<file path="src/core/fue_params.svh">
`ifndef FUE_PARAMS_SVH
`define FUE_PARAMS_SVH
`define FUE_OP_WRITE 8'h02
`define FUE_OP_WRITE_RESPONSE_OPCODE 8'h03
`define FUE_FG_UPDATE 8'h06
`define FUE_FG_ERASE 8'h07
`define FUE_TGT_SERIAL 8'h01
`define FUE_TGT_PARALLEL 8'h00
`define FUE_TGT_PERASE 8'h10
`define FUE_POS_ONLY 8'h00
`define FUE_POS_FIRST 8'h01
`define FUE_POS_MIDDLE 8'h02
`define FUE_POS_LAST 8'h04
`define FUE_PAYLOAD_BYTES 16'h0100
`define FUE_FIRST_LEN 16'h0104
`define FUE_ERASE_LEN 16'h0008
`define FUE_RESP_LEN 8'h08
`define FUE_ERR_LEN 8'h02
`define FUE_ERR_CSUM 8'h01
`define FUE_ERR_HDR 8'h02
`define FUE_ERR_LEN_BAD 8'h04
`define FUE_ERR_SEQ 8'h08
`define FUE_ERR_FW 8'h01
`define FUE_CRC_INIT 16'hFFFF
`define FUE_CRC_POLY 16'h1021
`define FUE_ADDR_BYTES 3'h4
`endif

</file>
<file path="src/core/fue_pkg.sv">
package fue_pkg;
  typedef enum logic [3:0] {
    FUE_HDR = 4'h0,
    FUE_LENL = 4'h1,
    FUE_LENH = 4'h3,
    FUE_PAY = 4'h2,
    FUE_CSUM = 4'h6,
    FUE_EXEC = 4'h7,
    FUE_RESP = 4'h5,
    FUE_SKIP = 4'h4
  } fue_state_type;
  typedef enum logic [1:0] {
    FUE_CMD_NONE = 2'h0,
    FUE_CMD_WRITE = 2'h1,
    FUE_CMD_ERASE = 2'h2
  } fue_cmd_type;
endpackage

</file>
<file path="src/core/fue_buf2.sv">
`timescale 1ns/100ps
// Two-entry skid buffer: receiver stall loses no word, full rate when flowing
module fue_buf2 (
  input wire logic clk,
  input wire logic reset_n,
  input wire logic [7:0] in_data,
  input wire logic in_valid,
  output logic in_ready,
  output logic [7:0] out_data,
  output logic out_valid,
  input wire logic out_ready
);
  typedef struct packed {
    logic [7:0] d0;
    logic [7:0] d1;
    logic [1:0] cnt;
  } fue_buf_type;
  fue_buf_type s_r;
  fue_buf_type s_nxt;
  logic push;
  logic pop;

  // Handshakes are combinational from the held count
  assign in_ready = (s_r.cnt != 2'h2);
  assign out_valid = (s_r.cnt != 2'h0);
  assign out_data = s_r.d0;
  assign push = in_valid && in_ready;
  assign pop = out_valid && out_ready;

  // Entry 0 is always the head; entry 1 shifts down on pop
  always_comb begin
    s_nxt = s_r;
    if (pop) begin
      s_nxt.d0 = s_r.d1;
    end
    if (push) begin
      if ((s_r.cnt == 2'h0) || (s_r.cnt == 2'h1 && pop)) begin
        s_nxt.d0 = in_data;
      end else begin
        s_nxt.d1 = in_data;
      end
    end
    s_nxt.cnt = s_r.cnt + {1'b0, push} - {1'b0, pop};
  end

  always_ff @(posedge clk or negedge reset_n) begin
    if (!reset_n) begin
      s_r <= '0;
    end else begin
      s_r <= s_nxt;
    end
  end
endmodule

</file>
<file path="src/core/fue_core.sv">
`timescale 1ns/100ps
`include "fue_params.svh"
module fue_core (
  input wire logic clk,
  input wire logic reset_n,
  // Command bytes from the SPI byte transport
  input wire logic [7:0] rx_data,
  input wire logic rx_valid,
  output logic rx_ready,
  // Response bytes towards the SPI byte transport
  output logic [7:0] tx_data,
  output logic tx_valid,
  input wire logic tx_ready,
  // Firmware status and busy line
  input wire logic fw_valid,
  output logic busy,
  // Flash write port
  output logic [31:0] flash_addr,
  output logic [7:0] flash_wdata,
  output logic flash_wr,
  input wire logic flash_ready,
  output logic flash_serial,
  // Flash erase request
  output logic [31:0] erase_begin,
  output logic [31:0] erase_end,
  output logic erase_start,
  input wire logic erase_done
);
  import fue_pkg::*;

  typedef struct packed {
    fue_state_type st;
    logic [7:0] op;
    logic [7:0] grp;
    logic [7:0] tgt;
    logic [7:0] pos;
    logic [1:0] hidx;
    logic [15:0] len;
    logic [15:0] cnt;
    logic [7:0] sum;
    logic [31:0] addr;
    logic [31:0] ebeg;
    logic [31:0] eend;
    logic [15:0] crc;
    logic [31:0] npkt;
    logic [7:0] err0;
    logic [7:0] err1;
    logic in_xfer;
    logic xfer_tgt;
    fue_cmd_type cmd;
    logic wr;
    logic [7:0] wdata;
    logic serial;
    logic estart;
    logic ewait;
    logic [3:0] ridx;
    logic [7:0] rsum;
    logic [7:0] txd;
    logic txv;
  } fue_core_type;

  fue_core_type s_r;
  fue_core_type s_nxt;
  logic [7:0] rd;
  logic rv;
  logic rr;
  logic take;
  logic [7:0] rlen;
  logic [7:0] rbyte;

  // CRC16 step over one byte, used for written data
  function automatic logic [15:0] crc16_byte(input logic [15:0] c, input logic [7:0] d);
    logic [15:0] x;
    x = c ^ {d, 8'h00};
    for (int i = 0; i < 8; i++) begin
      x = x[15] ? ((x << 1) ^ `FUE_CRC_POLY) : (x << 1);
    end
    return x;
  endfunction

  // Skid buffer keeps incoming bytes while flash writes back-pressure us
  fue_buf2 fue_buf2_inst (
    .clk(clk),
    .reset_n(reset_n),
    .in_data(rx_data),
    .in_valid(rx_valid),
    .in_ready(rx_ready),
    .out_data(rd),
    .out_valid(rv),
    .out_ready(rr)
  );

  // Stall the parser while a flash write is pending or response is going out.
  // The checksum byte waits for the last write, else it would be popped unseen;
  // nothing is taken while the last reply byte drains, so no new header is lost.
  assign rr = (s_r.st != FUE_EXEC) && (s_r.st != FUE_RESP) && (s_r.st != FUE_SKIP)
              && !(s_r.wr && (!flash_ready || (s_r.st == FUE_CSUM)));
  assign take = rv && rr;
  // Short response when any err0 fault (checksum, header, length or sequence) made payload meaningless
  assign rlen = (s_r.err0 != 8'h00) ? `FUE_ERR_LEN : `FUE_RESP_LEN;

  // Response byte selector by index: header, length, payload, checksum
  always_comb begin
    unique case (s_r.ridx)
      4'h0: rbyte = `FUE_OP_WRITE_RESPONSE_OPCODE;
      4'h1: rbyte = s_r.grp;
      4'h2: rbyte = 8'h00;
      4'h3: rbyte = 8'h00;
      4'h4: rbyte = rlen;
      4'h5: rbyte = 8'h00;
      4'h6: rbyte = s_r.err0;
      4'h7: rbyte = s_r.err1;
      4'h8: rbyte = s_r.crc[7:0];
      4'h9: rbyte = s_r.crc[15:8];
      4'hA: rbyte = s_r.npkt[7:0];
      4'hB: rbyte = s_r.npkt[15:8];
      4'hC: rbyte = s_r.npkt[23:16];
      4'hD: rbyte = s_r.npkt[31:24];
      default: rbyte = s_r.rsum;
    endcase
  end

  // Main packet parser
  always_comb begin
    s_nxt = s_r;
    s_nxt.estart = 1'b0;
    if (s_r.wr && flash_ready) begin
      s_nxt.wr = 1'b0;
      s_nxt.addr = s_r.addr + 32'h0000_0001;
    end
    unique case (s_r.st)
      FUE_HDR: begin
        if (take) begin
          // Header bytes in fixed order
          unique case (s_r.hidx)
            2'h0: s_nxt.op = rd;
            2'h1: s_nxt.grp = rd;
            2'h2: s_nxt.tgt = rd;
            default: s_nxt.pos = rd;
          endcase
          s_nxt.hidx = s_r.hidx + 2'h1;
          if (s_r.hidx == 2'h3) begin
            s_nxt.st = FUE_LENL;
          end
        end
      end
      FUE_LENL: begin
        if (take) begin
          s_nxt.len[7:0] = rd;
          s_nxt.sum = rd;
          s_nxt.st = FUE_LENH;
        end
      end
      FUE_LENH: begin
        if (take) begin
          s_nxt.len[15:8] = rd;
          s_nxt.sum = s_r.sum + rd;
          s_nxt.cnt = 16'h0000;
          s_nxt.cmd = FUE_CMD_NONE;
          // A packet outside a transfer starts a clean report; old faults must not leak in
          if (!s_r.in_xfer) begin
            s_nxt.err0 = 8'h00;
            s_nxt.err1 = 8'h00;
          end
          if (s_r.op != `FUE_OP_WRITE) begin
            s_nxt.err0 = s_nxt.err0 | `FUE_ERR_HDR;
          end else if (s_r.grp == `FUE_FG_UPDATE) begin
            s_nxt.cmd = FUE_CMD_WRITE;
            s_nxt.serial = (s_r.tgt == `FUE_TGT_SERIAL);
            if (s_r.tgt != `FUE_TGT_SERIAL && s_r.tgt != `FUE_TGT_PARALLEL) begin
              s_nxt.err0 = s_nxt.err0 | `FUE_ERR_HDR;
            end
            if (s_r.tgt == `FUE_TGT_SERIAL && !fw_valid) begin
              s_nxt.err1 = s_nxt.err1 | `FUE_ERR_FW;
            end
            // Position byte sets expected length and sequencing
            if (s_r.pos == `FUE_POS_FIRST) begin
              s_nxt.in_xfer = 1'b1;
              s_nxt.xfer_tgt = (s_r.tgt == `FUE_TGT_SERIAL);
              s_nxt.npkt = 32'h0000_0000;
              s_nxt.crc = `FUE_CRC_INIT;
              s_nxt.err0 = 8'h00;
              s_nxt.err1 = (s_r.tgt == `FUE_TGT_SERIAL && !fw_valid) ? `FUE_ERR_FW : 8'h00;
              if (s_r.tgt != `FUE_TGT_SERIAL && s_r.tgt != `FUE_TGT_PARALLEL) begin
                s_nxt.err0 = `FUE_ERR_HDR;
              end
              if ({rd, s_r.len[7:0]} != `FUE_FIRST_LEN) begin
                s_nxt.err0 = s_nxt.err0 | `FUE_ERR_LEN_BAD;
              end
            end else if (s_r.pos == `FUE_POS_MIDDLE || s_r.pos == `FUE_POS_LAST) begin
              if (!s_r.in_xfer || s_r.xfer_tgt != (s_r.tgt == `FUE_TGT_SERIAL)) begin
                s_nxt.err0 = s_nxt.err0 | `FUE_ERR_SEQ;
              end
              if ({rd, s_r.len[7:0]} != `FUE_PAYLOAD_BYTES) begin
                s_nxt.err0 = s_nxt.err0 | `FUE_ERR_LEN_BAD;
              end
            end else begin
              s_nxt.err0 = s_nxt.err0 | `FUE_ERR_SEQ;
            end
          end else if (s_r.grp == `FUE_FG_ERASE) begin
            s_nxt.cmd = FUE_CMD_ERASE;
            s_nxt.err0 = 8'h00;
            s_nxt.err1 = 8'h00;
            s_nxt.crc = 16'h0000;
            s_nxt.npkt = 32'h0000_0000;
            // Erase is one packet with fixed selector and length
            if (s_r.tgt != `FUE_TGT_PERASE || s_r.pos != `FUE_POS_ONLY
                || {rd, s_r.len[7:0]} != `FUE_ERASE_LEN) begin
              s_nxt.err0 = `FUE_ERR_HDR;
            end
          end else begin
            s_nxt.err0 = s_nxt.err0 | `FUE_ERR_HDR;
          end
          s_nxt.st = ({rd, s_r.len[7:0]} == 16'h0000) ? FUE_CSUM : FUE_PAY;
        end
      end
      FUE_PAY: begin
        if (take) begin
          s_nxt.sum = s_r.sum + rd;
          s_nxt.cnt = s_r.cnt + 16'h0001;
          if (s_r.cmd == FUE_CMD_ERASE) begin
            // Begin then end offset, each LSB first
            if (s_r.cnt < 16'h0004) begin
              s_nxt.ebeg = {rd, s_r.ebeg[31:8]};
            end else begin
              s_nxt.eend = {rd, s_r.eend[31:8]};
            end
          end else if (s_r.cmd == FUE_CMD_WRITE) begin
            if (s_r.pos == `FUE_POS_FIRST && s_r.cnt < 16'h0004) begin
              s_nxt.addr = {rd, s_r.addr[31:8]};
            end else if (s_r.err0 == 8'h00 && s_r.err1 == 8'h00) begin
              // Only clean data reaches the flash and the CRC
              s_nxt.wr = 1'b1;
              s_nxt.wdata = rd;
              s_nxt.crc = crc16_byte(s_r.crc, rd);
            end
          end
          if (s_r.cnt + 16'h0001 == s_r.len) begin
            s_nxt.st = FUE_CSUM;
          end
        end
      end
      FUE_CSUM: begin
        if (take && !s_r.wr) begin
          if (rd != s_r.sum) begin
            s_nxt.err0 = s_r.err0 | `FUE_ERR_CSUM;
          end
          s_nxt.npkt = s_r.npkt + 32'h0000_0001;
          s_nxt.hidx = 2'h0;
          s_nxt.ridx = 4'h0;
          s_nxt.rsum = 8'h00;
          if (s_r.cmd == FUE_CMD_ERASE && s_r.err0 == 8'h00 && rd == s_r.sum) begin
            s_nxt.estart = 1'b1;
            s_nxt.ewait = 1'b1;
            s_nxt.st = FUE_EXEC;
          end else if (s_r.cmd == FUE_CMD_WRITE && s_r.pos != `FUE_POS_LAST
                       && s_r.in_xfer) begin
            s_nxt.st = FUE_HDR;
          end else begin
            s_nxt.in_xfer = 1'b0;
            s_nxt.st = FUE_RESP;
          end
        end
      end
      FUE_EXEC: begin
        // Busy stays high until the erase engine reports completion
        if (erase_done) begin
          s_nxt.ewait = 1'b0;
          s_nxt.st = FUE_RESP;
        end
      end
      FUE_RESP: begin
        if (!s_r.txv || tx_ready) begin
          s_nxt.txv = 1'b1;
          s_nxt.txd = rbyte;
          s_nxt.ridx = s_r.ridx + 4'h1;
          if (s_r.ridx >= 4'h4) begin
            s_nxt.rsum = s_r.rsum + rbyte;
          end
          // Checksum slot is the last one; only then hand over to the drain state
          if (s_r.ridx == 4'hF) begin
            s_nxt.st = FUE_SKIP;
          end
          if (s_r.ridx == 4'h6 + rlen[3:0] - 4'h1) begin
            s_nxt.ridx = 4'hF;
          end
        end
      end
      default: begin
        // Drain the last response byte, then idle
        if (!s_r.txv || tx_ready) begin
          s_nxt.txv = 1'b0;
          s_nxt.st = FUE_HDR;
        end
      end
    endcase
    if (s_r.st != FUE_RESP && s_r.st != FUE_SKIP && tx_ready) begin
      s_nxt.txv = 1'b0;
    end
  end

  always_ff @(posedge clk or negedge reset_n) begin
    if (!reset_n) begin
      s_r <= '0;
    end else begin
      s_r <= s_nxt;
    end
  end

  // Outputs straight from state flops; busy is decoded from the state and the pending write
  assign tx_data = s_r.txd;
  assign tx_valid = s_r.txv;
  assign busy = (s_r.st == FUE_EXEC) || (s_r.st == FUE_RESP) || s_r.wr;
  assign flash_addr = s_r.addr;
  assign flash_wdata = s_r.wdata;
  assign flash_wr = s_r.wr;
  assign flash_serial = s_r.serial;
  assign erase_begin = s_r.ebeg;
  assign erase_end = s_r.eend;
  assign erase_start = s_r.estart;
endmodule

</file>
<file path="config.mk">
export PLATFORM = sky130hd
export DESIGN_NAME = fue_core
export DESIGN_NICKNAME = d
export VERILOG_FILES = /design/src/core/fue_pkg.sv /design/src/core/fue_buf2.sv /design/src/core/fue_core.sv
export VERILOG_INCLUDE_DIRS = /design/src /design/src/core
export SDC_FILE = /design/constraint.sdc
export NUM_CORES = 1
export LEC_CHECK = 0
export BUFFER_PORTS_ARGS = -buffer_cell sky130_fd_sc_hd__buf_2
export CAP_MARGIN = 30
export CELL_PAD_IN_SITES_DETAIL_PLACEMENT = 0
export CELL_PAD_IN_SITES_GLOBAL_PLACEMENT = 1
export CORE_ASPECT_RATIO = 0.8
export CORE_MARGIN = 2
export CORE_UTILIZATION = 47
export DETAILED_ROUTE_END_ITERATION = 16
export GPL_TIMING_DRIVEN = 0
export MAX_ROUTING_LAYER = met4
export PLACE_DENSITY_LB_ADDON = 0.1
export SETUP_SLACK_MARGIN = 0.1
export SLEW_MARGIN = 20
export SYNTH_ARGS = -nofsm -noshare
export SYNTH_HDL_FRONTEND = slang
export SYNTH_SLANG_ARGS = --single-unit
</file>
<file path="constraint.sdc">
create_clock -name clk -period 4.2 [get_ports clk]
set_input_delay 0.21 -clock clk [delete_from_list [all_inputs] [get_ports clk]]
set_output_delay 0.21 -clock clk [all_outputs]
set_load 0.02 [all_outputs]
</file>
* After elaboration in Yosys (flattened, before gate mapping)
Index checks and enable logic that the tools add are counted.
Word-level totals: word-level logic and storage cells 316, register bits after elaboration 292, input port bits 15, output and inout port bits 118
Cells by class: bitwise operators 16, eq/ne operators 72, muxes and demuxes 103, reductions and logical operators 80, order comparisons 2, add/sub/neg operators 11
Operators by type and width (number):
- $mux W32 | 6
- $mux W48 | 3
- $mux W136 | 1
- $mux W16 | 8
- $mux W64 | 2
- $mux W13 | 8
- $mux W8 | 13
- $mux W96 | 1
- $pmux W8 S12 | 1
- $pmux W40 S2 | 1
- $mux W68 | 1
- $add A32 B1 Y32 const B | 2
- $pmux W16 S2 | 2
- $mux W4 | 15
- $mux W9 | 6
- $mux W40 | 1
- $mux W38 | 1
- $ne A16 B9 Y1 const B | 2
- $ne A2 B2 Y1 const B | 16
- $eq A4 B3 Y1 const B | 7
- $eq A4 B4 Y1 const B | 7
- $pmux W4 S7 | 1
- $eq A8 B3 Y1 const B | 3
- $mux W24 | 1
- 64 further kinds | 175

* Logic depth before layout (Yosys ltp)
Gate-level depths: netlist of run 1.
depth in word-level cells 23, gate-level depth with buffers 18, mapped depth without buffers 17

* Modules after synthesis
A second synthesis of run 1 with hierarchy kept.
Unflattened totals: cell total of the unflattened synthesis 1610, area, all modules 16045.4 sq um
By module, submodules not included:
- fue_core | area each 15157.0 sq um, sequential area each 6831.6 sq um, instances 1, cells an instance 1545
- fue_buf2 | area each 888.4 sq um, sequential area each 450.4 sq um, instances 1, cells an instance 65

* Worst setup path before layout of run 1
Ideal clock, no wire load.
path kind reg2reg, start point register s_r[17] (netlist bit), end point register s_r[15] (netlist bit), required time 4.117 ns, path slack 1.000 ns, stages on the path, launching flop included 17, arrival 3.117 ns, cells stage by stage dfrtp_1 -> ha_1 -> clkbuf_1 -> or3_1 -> a211o_1 -> clkbuf_1 -> a31oi_1 -> ha_1 -> inv_1 -> fa_1 -> nor2b_1 -> o21ai_0 -> nand2b_1 -> a21o_1 -> a21oi_1 -> xor2_1 -> o21ai_0
On the way: longest elaborated chain between the ends 7, elaborated cells on any way between the ends 23, classes of those cells 1 x add/sub; 1 x order compare; 14 x eq/ne; 4 x mux; 3 x reduce/logical
Ends and longest elaborated chain:
- start, declared | RTL line fue_core.sv:62 | fue_core_type s_r;
- start signal, assigned | RTL line fue_core.sv:306 | s_r <= s_nxt;
- $eq A4 B3 Y1 or $eq A4 B2 Y1 (tied branches) | RTL line fue_core.sv:104 | unique case (s_r.ridx)
- $reduce_or A3 Y1 (no source line)
- $pmux W8 S12 (*) | RTL line fue_core.sv:104
- net rbyte[0] | RTL line fue_core.sv:69 | logic [7:0] rbyte;
- $add A8 B8 Y8 (*) | RTL line fue_core.sv:278 | s_nxt.rsum = s_r.rsum + rbyte;
- $mux W8 (*) | RTL line fue_core.sv:277 | if (s_r.ridx >= 4'h4) begin
- $mux W21 (*) | RTL line fue_core.sv:273 | if (!s_r.txv || tx_ready) begin
- $pmux W12 S2 (*) | RTL line fue_core.sv:131 | unique case (s_r.st)
Mark *: on every way through the listed nets, which the timed path passes. The rest lies on a longest branch. The select of a mux whose other input is x is not followed. A chain may end at the register's enable or synchronous reset.

* Final worst setup path of run 1
start point register s_r[18] (netlist bit), end point register s_r[16] (netlist bit)
The elaborated chain is that of the path after synthesis.

==> results of run 1 <==
==> state kept, by name (all words and copies together), names as in the netlist, 8 cells and up <==
register / count
flash_wdata: 8
tx_data: 8
fue_buf2_inst.out_data: 8
erase_begin: 32
erase_end: 32
fue_buf2_inst.s_r: 10
flash_addr: 32
s_r: 157
==> per-layer routing <==
| metal | wire [microns] | vias to the layer above | track usage (%) | part of all wire (%) |
|---|---|---|---|---|
| met5 | 0 | - | - | 0 |
| met4 | 768 | 0 | 5.155 | 1.7 |
| met3 | 2449 | 61 | 3.208 | 5.6 |
| met2 | 19010 | 349 | 37.14 | 43 |
| met1 | 21810 | 6164 | 39.13 | 50 |
| li1 | - | 5878 | - | - |
==> per-stage QoR <==
stage | instance area [sq um] | TNS (ns) | std cells | hold slack (ns)
finish | 18190 | 0 | 2228 | 0.03932
detailed placement | 17110 | 0 | 2162 | 0.1041
CTS | 18190 | 0 | 2228 | 0.008249
global placement | 17010 | -776.14 | 2159 | 0.4601
floorplan | 15810 | 0 | 1593 | -0.08559
global route | 18190 | 0 | 2228 | 0.03750
==> power by group through the flow <==
stage / sequential, mW / clock [mW] / combinational [mW]
after floorplan: 3.86 / 0 / 3.33
after global placement: 4.07 / 0 / 4.41
after detailed placement: 4.10 / 0 / 4.49
after CTS: 4.05 / 2.72 / 4.51
after global routing: 4.16 / 2.83 / 5.01
final: 4.07 / 2.65 / 4.53
==> worst paths after layout <==
check | end | cells past startpoint
min in group asynchronous | erase_end[7] | 2
hold reg to reg | erase_end[3] | 1
max in group asynchronous | s_r[267] | 4
setup / recovery | s_r[16] | 15
hold / removal | fue_buf2_inst.s_r[0] | 3
setup reg to reg | s_r[16] | 15
==> tightest hold or removal path, delay by kind of cell <==
kind,cells,cell delay (ns)
buffers and inverters,1,0.11
and+or+nand+nor,1,0.12
adders and majority gates,1,0.12
==> timing repair <==
| action | in CTS | in global routing |
|---|---|---|
| hold buffers | 12 | 0 |
| buffers inserted | 0 | 0 |
| endpoints found under the hold margin | 217 | 0 |
==> cell families (layout without fill, tap and decap cells) <==
group	Yosys count	count (layout)	share of synthesized area (%)
xor+xnor	101	101	5.596
fa+ha+maj	31	31	2.549
flops	291	291	46.07
mux	149	149	10.60
simple gates	476	476	14.75
compound gates	319	319	12.28
buf+inv	226	427	8.168
==> placed cells by master (no fill, tap or decap), drive strengths merged, types with 10 or more instances in the layout <==
master         n
a21oi         92
a221oi        11
a22oi         19
a31oi         23
and2          18
and3          23
buf          260
clkbuf       115
dfrtp        291
dlygate4sd3   12
ha            29
inv           31
mux2         137
mux2i         11
nand2        123
nand2b        10
nand3         54
nand4         26
nor2         132
nor2b         11
nor3          27
nor4          20
o21ai        107
o31ai         14
xnor2         54
xor2          47
==> area by class of cell <==
type / instances / area, sq um
buffer: 195 / 1175
timing repair buffer: 147 / 873.3
fill: 3041 / 15210
multi-input combinational: 1076 / 7239
clock buffer: 45 / 868.3
clock inverter: 9 / 95.09
inverter: 31 / 116.4
tap: 434 / 543.0
sequential: 291 / 7282
==> summary.txt, run 1 <==
Timing
  – Clk_skew: between 0.01 and 0.015 ns
  – Max_slew headroom: between 20% and 30%
  – Fmax: approximately 260 MHz
  – Worst setup margin: around 0.41 ns
  – RSZ-0062 raised after global routing: false
  – Final setup violating endpoints: 0
  – Final min period: 3.788 ns
  – Fin. Hold Viols: 0
  – Final slew viol count: 0
  – Worst-margin pin slew: ~1.1 ns
  – Period utilization: between 90% and 100%

Synthesis
  – Avg Inst Size Synth: around 10 sq um
  – Mapped Cells: roughly 1.6k
  – Syn nets: 1,639
  – Synthesized area: between 0.015 and 0.02 sq mm
  – Most common cell in the netlist: dfrtp_1
  – Yosys warning count: 0
  – Post-synth EDFFs: 0
  – Biggest area consumer among synthesized cells: dfrtp_1
  – Synth cell count leaders: dfrtp_1 (291), mux2_2 (136), nor2_1 (129)
  – Top_reg_cell synth: dfrtp_1
  – Ys async rst share: between 90% and 100%
  – Cell variety after synth: 74
  – Area contributors post-synth: dfrtp_1 (46%), mux2_2 (9.7%), buf_4 (5.3%)
  – Register area share after synthesis: a little under half
  – Top-area cell type share of the netlist area: between 40% and 50%
  – Seq cells post-synth: 291

Route
  – Iteration-0 DRC Markers: around 1.2k
  – Post-route DRC violation count: 0
  – Final WL: around 44,000 microns
  – WL per Instance: 19.77 microns
  – Via/cell ratio: about 5.6
  – Via Count: between 10k and 15k
  – Drt pass-1 iters: 7
  – Final ANT Viol Nets: 0

Floorplanning
  – I/O pins: roughly 130
  – Initial Util: between 40% and 50%
  – Die Y: about 170 microns
  – Core area: ~0.033 sq mm
  – Die area: between 0.03 and 0.04 sq mm
  – Num rows: 60
  – Die X-Extent: between 200 and 250 microns

Cells and area
  – Diodes inserted: 0
  – Area Growth Syn to Fin: 15.09%
  – Layout cells sized above 1: between 20% and 30%
  – Final core occ: 54.46%
  – Nets: between 1.5k and 2k

Global routing
  – Initial antenna violation count: 3
  – Total congestion overflow: 0
  – First-pass GRT wire length: approximately 70,000 microns
  – Number of global-route vias before repair: around 12k
  – Gr usage total: approximately a quarter
  – Largest net degree at the start of global routing: 95

Outcome
  – Status: finished clean

Power and ir drop
  – Switch share: 39.56%
  – Total power: roughly 11 mW
  – P_sw: 4.450 mW
  – Clock power frac: 23.6%
  – Logic pwr share: between 40% and 50%
  – Reg power frac: between 30% and 40%
  – Pint: just under 7 mW
  – Max IR drop VDD: ~0.35 mV
  – PwrDens: 618.3 mW/mm^2
  – Leak: just under 9 nW

Run
  – Max Cap Viol: 0

Worst setup path
  – Worst endpoint data arrival time: 4.27 ns
  – Critical path endpoint category: flop
  – Crit Path Class: flop to flop
  – Crit-path leading delay family: compound AO/OA/AOI/OAI gates
  – Worst path bufs/invs: 3
  – Crit-path max FO: 10
  – FF-to-FF setup slack: 0.41 ns
  – WP data required: approximately 4.7 ns
  – Crit. Startpoint: s_r[18]
  – Largest stage delay, worst path: ~0.46 ns
  – Startpoint types: flop
  – Worst flop-to-flop path startpoint: s_r[18]
  – CP max-delay cell: dfrtp_1
  – Crit path cell chain: inv_1, ha_1, clkbuf_1, clkbuf_1, a221oi_1, a31oi_1, a221o_1, ha_1, a21oi_1, nand2_1, and2_1, o21ai_0, a21oi_1, xor2_1, o21ai_0

Clock network
  – Clk root buf: clkbuf_16
  – # H-tree levels: 1
  – PostCTS Resize Cnt: 0
  – TritonCTS Buffers: 30
  – Clock sink count: slightly below 300
  – CTS Buffer Depth: 3
  – Clock latency on the worst-skew pair: ~0.56 ns
  – CTS tree: done
  – Worst-path clk slew: 0.06 ns

Placed design
  – DPL Wire Length: ~32,000 microns
  – Placer Congestion: just over 0.9
  – Port Buffer Count: 132
  – DP Worst Slack: 0.4553 ns

Hold path
  – Min-Delay Path Class: primary input to flop
  – HP Start: rx_valid
Power figures use the tool's default switching activity.
==> run 2, diff against run 1 <==
- RECOVER_POWER: unset -> 25
==> run 2 against run 1 <==
  * The run now ends with capacitance limit, slew limit left
  * Routed wire length is 0.23% lower
  * First-iteration DRC count shrank 8.5%
  * Global-route usage unchanged
  * Critical path type unchanged
  * Largest cell class unchanged
==> summary.txt, run 2 (synthesis results as in run 1) <==
Global routing
  – Initial antenna violation count: 3 (unchanged)
  – Total congestion overflow: 0 (unchanged)
  – Largest net degree at the start of global routing: 95 (unchanged)
  – First-pass GRT wire length: 69,590 microns (unchanged)
  – Number of global-route vias before repair: 12.02k (unchanged)
  – Gr usage total: 25.82% (unchanged)

Placed design
  – Port Buffer Count: 132 (unchanged)
  – Placed inst area: 0.01711 sq mm (unchanged)
  – Placer Congestion: 0.9231 (unchanged)
  – DPL Wire Length: 31,560 microns (unchanged)

Worst setup path
  – Crit path cell chain: inv_1, ha_1, clkbuf_1, clkbuf_1, a221oi_1, a31oi_1, a221o_1, ha_1, a21oi_1, nand2_1, and2_1, o21ai_0, a21oi_1, xor2_1, o21ai_0
  – Crit Path Class: flop to flop
  – CP max-delay cell: clkbuf_1
  – Crit-path max FO: 10 (unchanged)
  – Largest stage delay, worst path: 0.47 ns (about the same)
  – WP data required: 4.68 ns (about the same)
  – Worst endpoint data arrival time: 4.31 ns (+0.04 ns)
  – Critical path endpoint category: flop
  – Startpoint types: flop

Route
  – Final WL: 43,940 microns (-0.23%)
  – Iteration-0 DRC Markers: 1,080 (-8.5%)
  – Via/cell ratio: 5.610 (+0.38%)
  – Drt pass-1 iters: 5 (-2)
  – WL per Instance: 19.72 microns (-0.23%)
  – Final ANT Viol Nets: 0 (unchanged)
  – Via Count: 12.50k (+0.38%)
  – Post-route DRC violation count: 0 (unchanged)

Clock network
  – Worst-path clk slew: 0.06 ns (about the same)
  – Clock sink count: 291 (unchanged)
  – CTS Buffer Depth: 3 (unchanged)
  – # H-tree levels: 1 (unchanged)
  – TritonCTS Buffers: 30 (unchanged)
  – Clock latency on the worst-skew pair: 0.56 ns (about the same)
  – Setup repair bufs after CTS: 0 (unchanged)
  – CTS tree: done
  – Clk root buf: clkbuf_16

Timing
  – Worst hold slack: 0.04009 ns (+0.0007707 ns)
  – Final setup violating endpoints: 0 (unchanged)
  – Final slew viol count: 35 (+35)
  – Worst-margin pin slew: 2.019 ns (+0.9403 ns)
  – Fin. Hold Viols: 0 (unchanged)
  – Period utilization: 91.25% (+1.1 points)
  – RSZ-0062 raised after global routing: false
  – Fmax: 260.9 MHz (-1.2%)
  – Max_slew headroom: -34.63% (-63 points)
  – Clk_skew: 0.01042 ns (-0.001131 ns)
  – Final min period: 3.832 ns (+0.04476 ns)

Cells and area
  – Largest reg by FF count: s_r
  – Layout cells sized above 1: 25.25% (-0.056 points)
  – Area Growth Syn to Fin: 14.89%
  – Number of flip-flops in the largest register: 157 (unchanged)
  – Register area: 0.007282 sq mm (unchanged)
  – Most frequent cells in the layout: dfrtp_1 (291), buf_2 (137), mux2_2 (136)
  – Diodes inserted: 0 (unchanged)
  – Nets: 1,818 (unchanged)
  – Area of the multi-input gates: 0.007239 sq mm (unchanged)
  – Cell area after layout: 0.01816 sq mm (-0.17%)
  – Fill cells: 3,045 (+0.13%)
  – Most common cell after layout, fill and taps aside: dfrtp_1

Power and ir drop
  – Leak: 8.790 nW (-0.16%)
  – Max IR drop VDD: 0.3521 mV (about the same)
  – PwrDens: 619.5 mW/mm^2 (+0.19%)
  – Reg power frac: 36.2% (about the same)
  – Clock power frac: 23.6% (about the same)
  – P_sw: 4.454 mW (about the same)
  – Logic pwr share: 40.2% (about the same)
  – Switch share: 39.59% (about the same)
  – Pint: 6.797 mW (about the same)

Floorplanning
  – Die Y: 168.0 microns (unchanged)
  – Core area: 0.03341 sq mm (unchanged)
  – Initial Util: 47.32% (unchanged)
  – I/O pins: 133 (unchanged)
  – Num rows: 60 (unchanged)
  – Die area: 0.03513 sq mm (unchanged)
  – Die X-Extent: 209.0 microns (unchanged)

Outcome
  – Failing checks: capacitance limit, slew limit
  – Status: finished with violations

Run
  – Max Cap Viol: 1 (+1)

Hold path
  – Min-Delay Path Class: primary input to flop
-- run 2: cell types whose count changed in the layout (fill, tap and decap cells not counted), sizes merged --
cell	previous run	this run
buf	260	258
clkbuf	115	117
-- run 2: cell type report --
type	instances	share of cell area (%)
Inverter	31	0.6407
Buffer	195	6.469
Sequential cell	291	40.10
Clock inverter	9	0.5236
Timing Repair Buffer	147	4.637
Multi-Input combinational cell	1076	39.86
Tap cell	434	2.990
Clock buffer	45	4.781
-- run 2: worst max-delay path, delay by kind of cell (launching register included) --
kind                       cells  cell delay (ns)
DFF                            1             0.46
AOI/OAI and AO/OA              7             1.43
and+or+nand+nor                2             0.24
xor gates and xnor gates       1             0.17
adders and majority gates      2             0.43
buffers and inverters          3             1.03
-- run 2: metrics by stage --
stage / cells / util (%) / setup WS (ns) / total power [mW] / setup TNS, ns
floorplan: 1593 / - / 1.000 / 7.191 / 0
global placement: 2159 / 50.92 / -2.694 / 8.485 / -776.14
detailed placement: 2162 / 51.21 / 0.4553 / 8.590 / 0
CTS: 2228 / 54.46 / 0.4408 / 11.29 / 0
global route: 2228 / 54.36 / 0.1465 / 11.99 / 0
finish: 2228 / 54.36 / 0.3675 / 11.25 / 0
-- run 2: path summary, 6_finish.rpt --
path / end / cells past startpoint / from / slack, ns
max: s_r[16] / 15 / s_r[18] / 0.37
max in group asynchronous: flash_addr[3] / 3 / reset_n / 1.08
min: fue_buf2_inst.s_r[0] / 3 / rx_valid / 0.04
min in group asynchronous: erase_end[7] / 2 / reset_n / 0.77
min reg2reg: erase_end[3] / 1 / erase_end[3] / 0.51
max reg2reg: s_r[16] / 15 / s_r[18] / 0.37
-- run 2: power groups by stage --
stage | clock (mW) | combinational, mW | sequential (mW)
floorplan | 0 | 3.33 | 3.86
global placement | 0 | 4.41 | 4.07
detailed placement | 0 | 4.49 | 4.10
CTS | 2.72 | 4.51 | 4.05
global route | 2.83 | 5.01 | 4.16
finish | 2.65 | 4.53 | 4.07
-- run 2: what timing repair did --
action,CTS,global route
hold buffers,12,0
hold endpoints to repair,217,0
gates resized for setup,0,0
-- run 2: layer usage --
layer	GRT usage, %	vias to the layer above	wire [microns]
met5	-	-	0
met4	5.155	0	752
met3	3.208	59	2558
met2	37.14	394	18960
met1	39.13	6167	21670
li1	-	5879	-
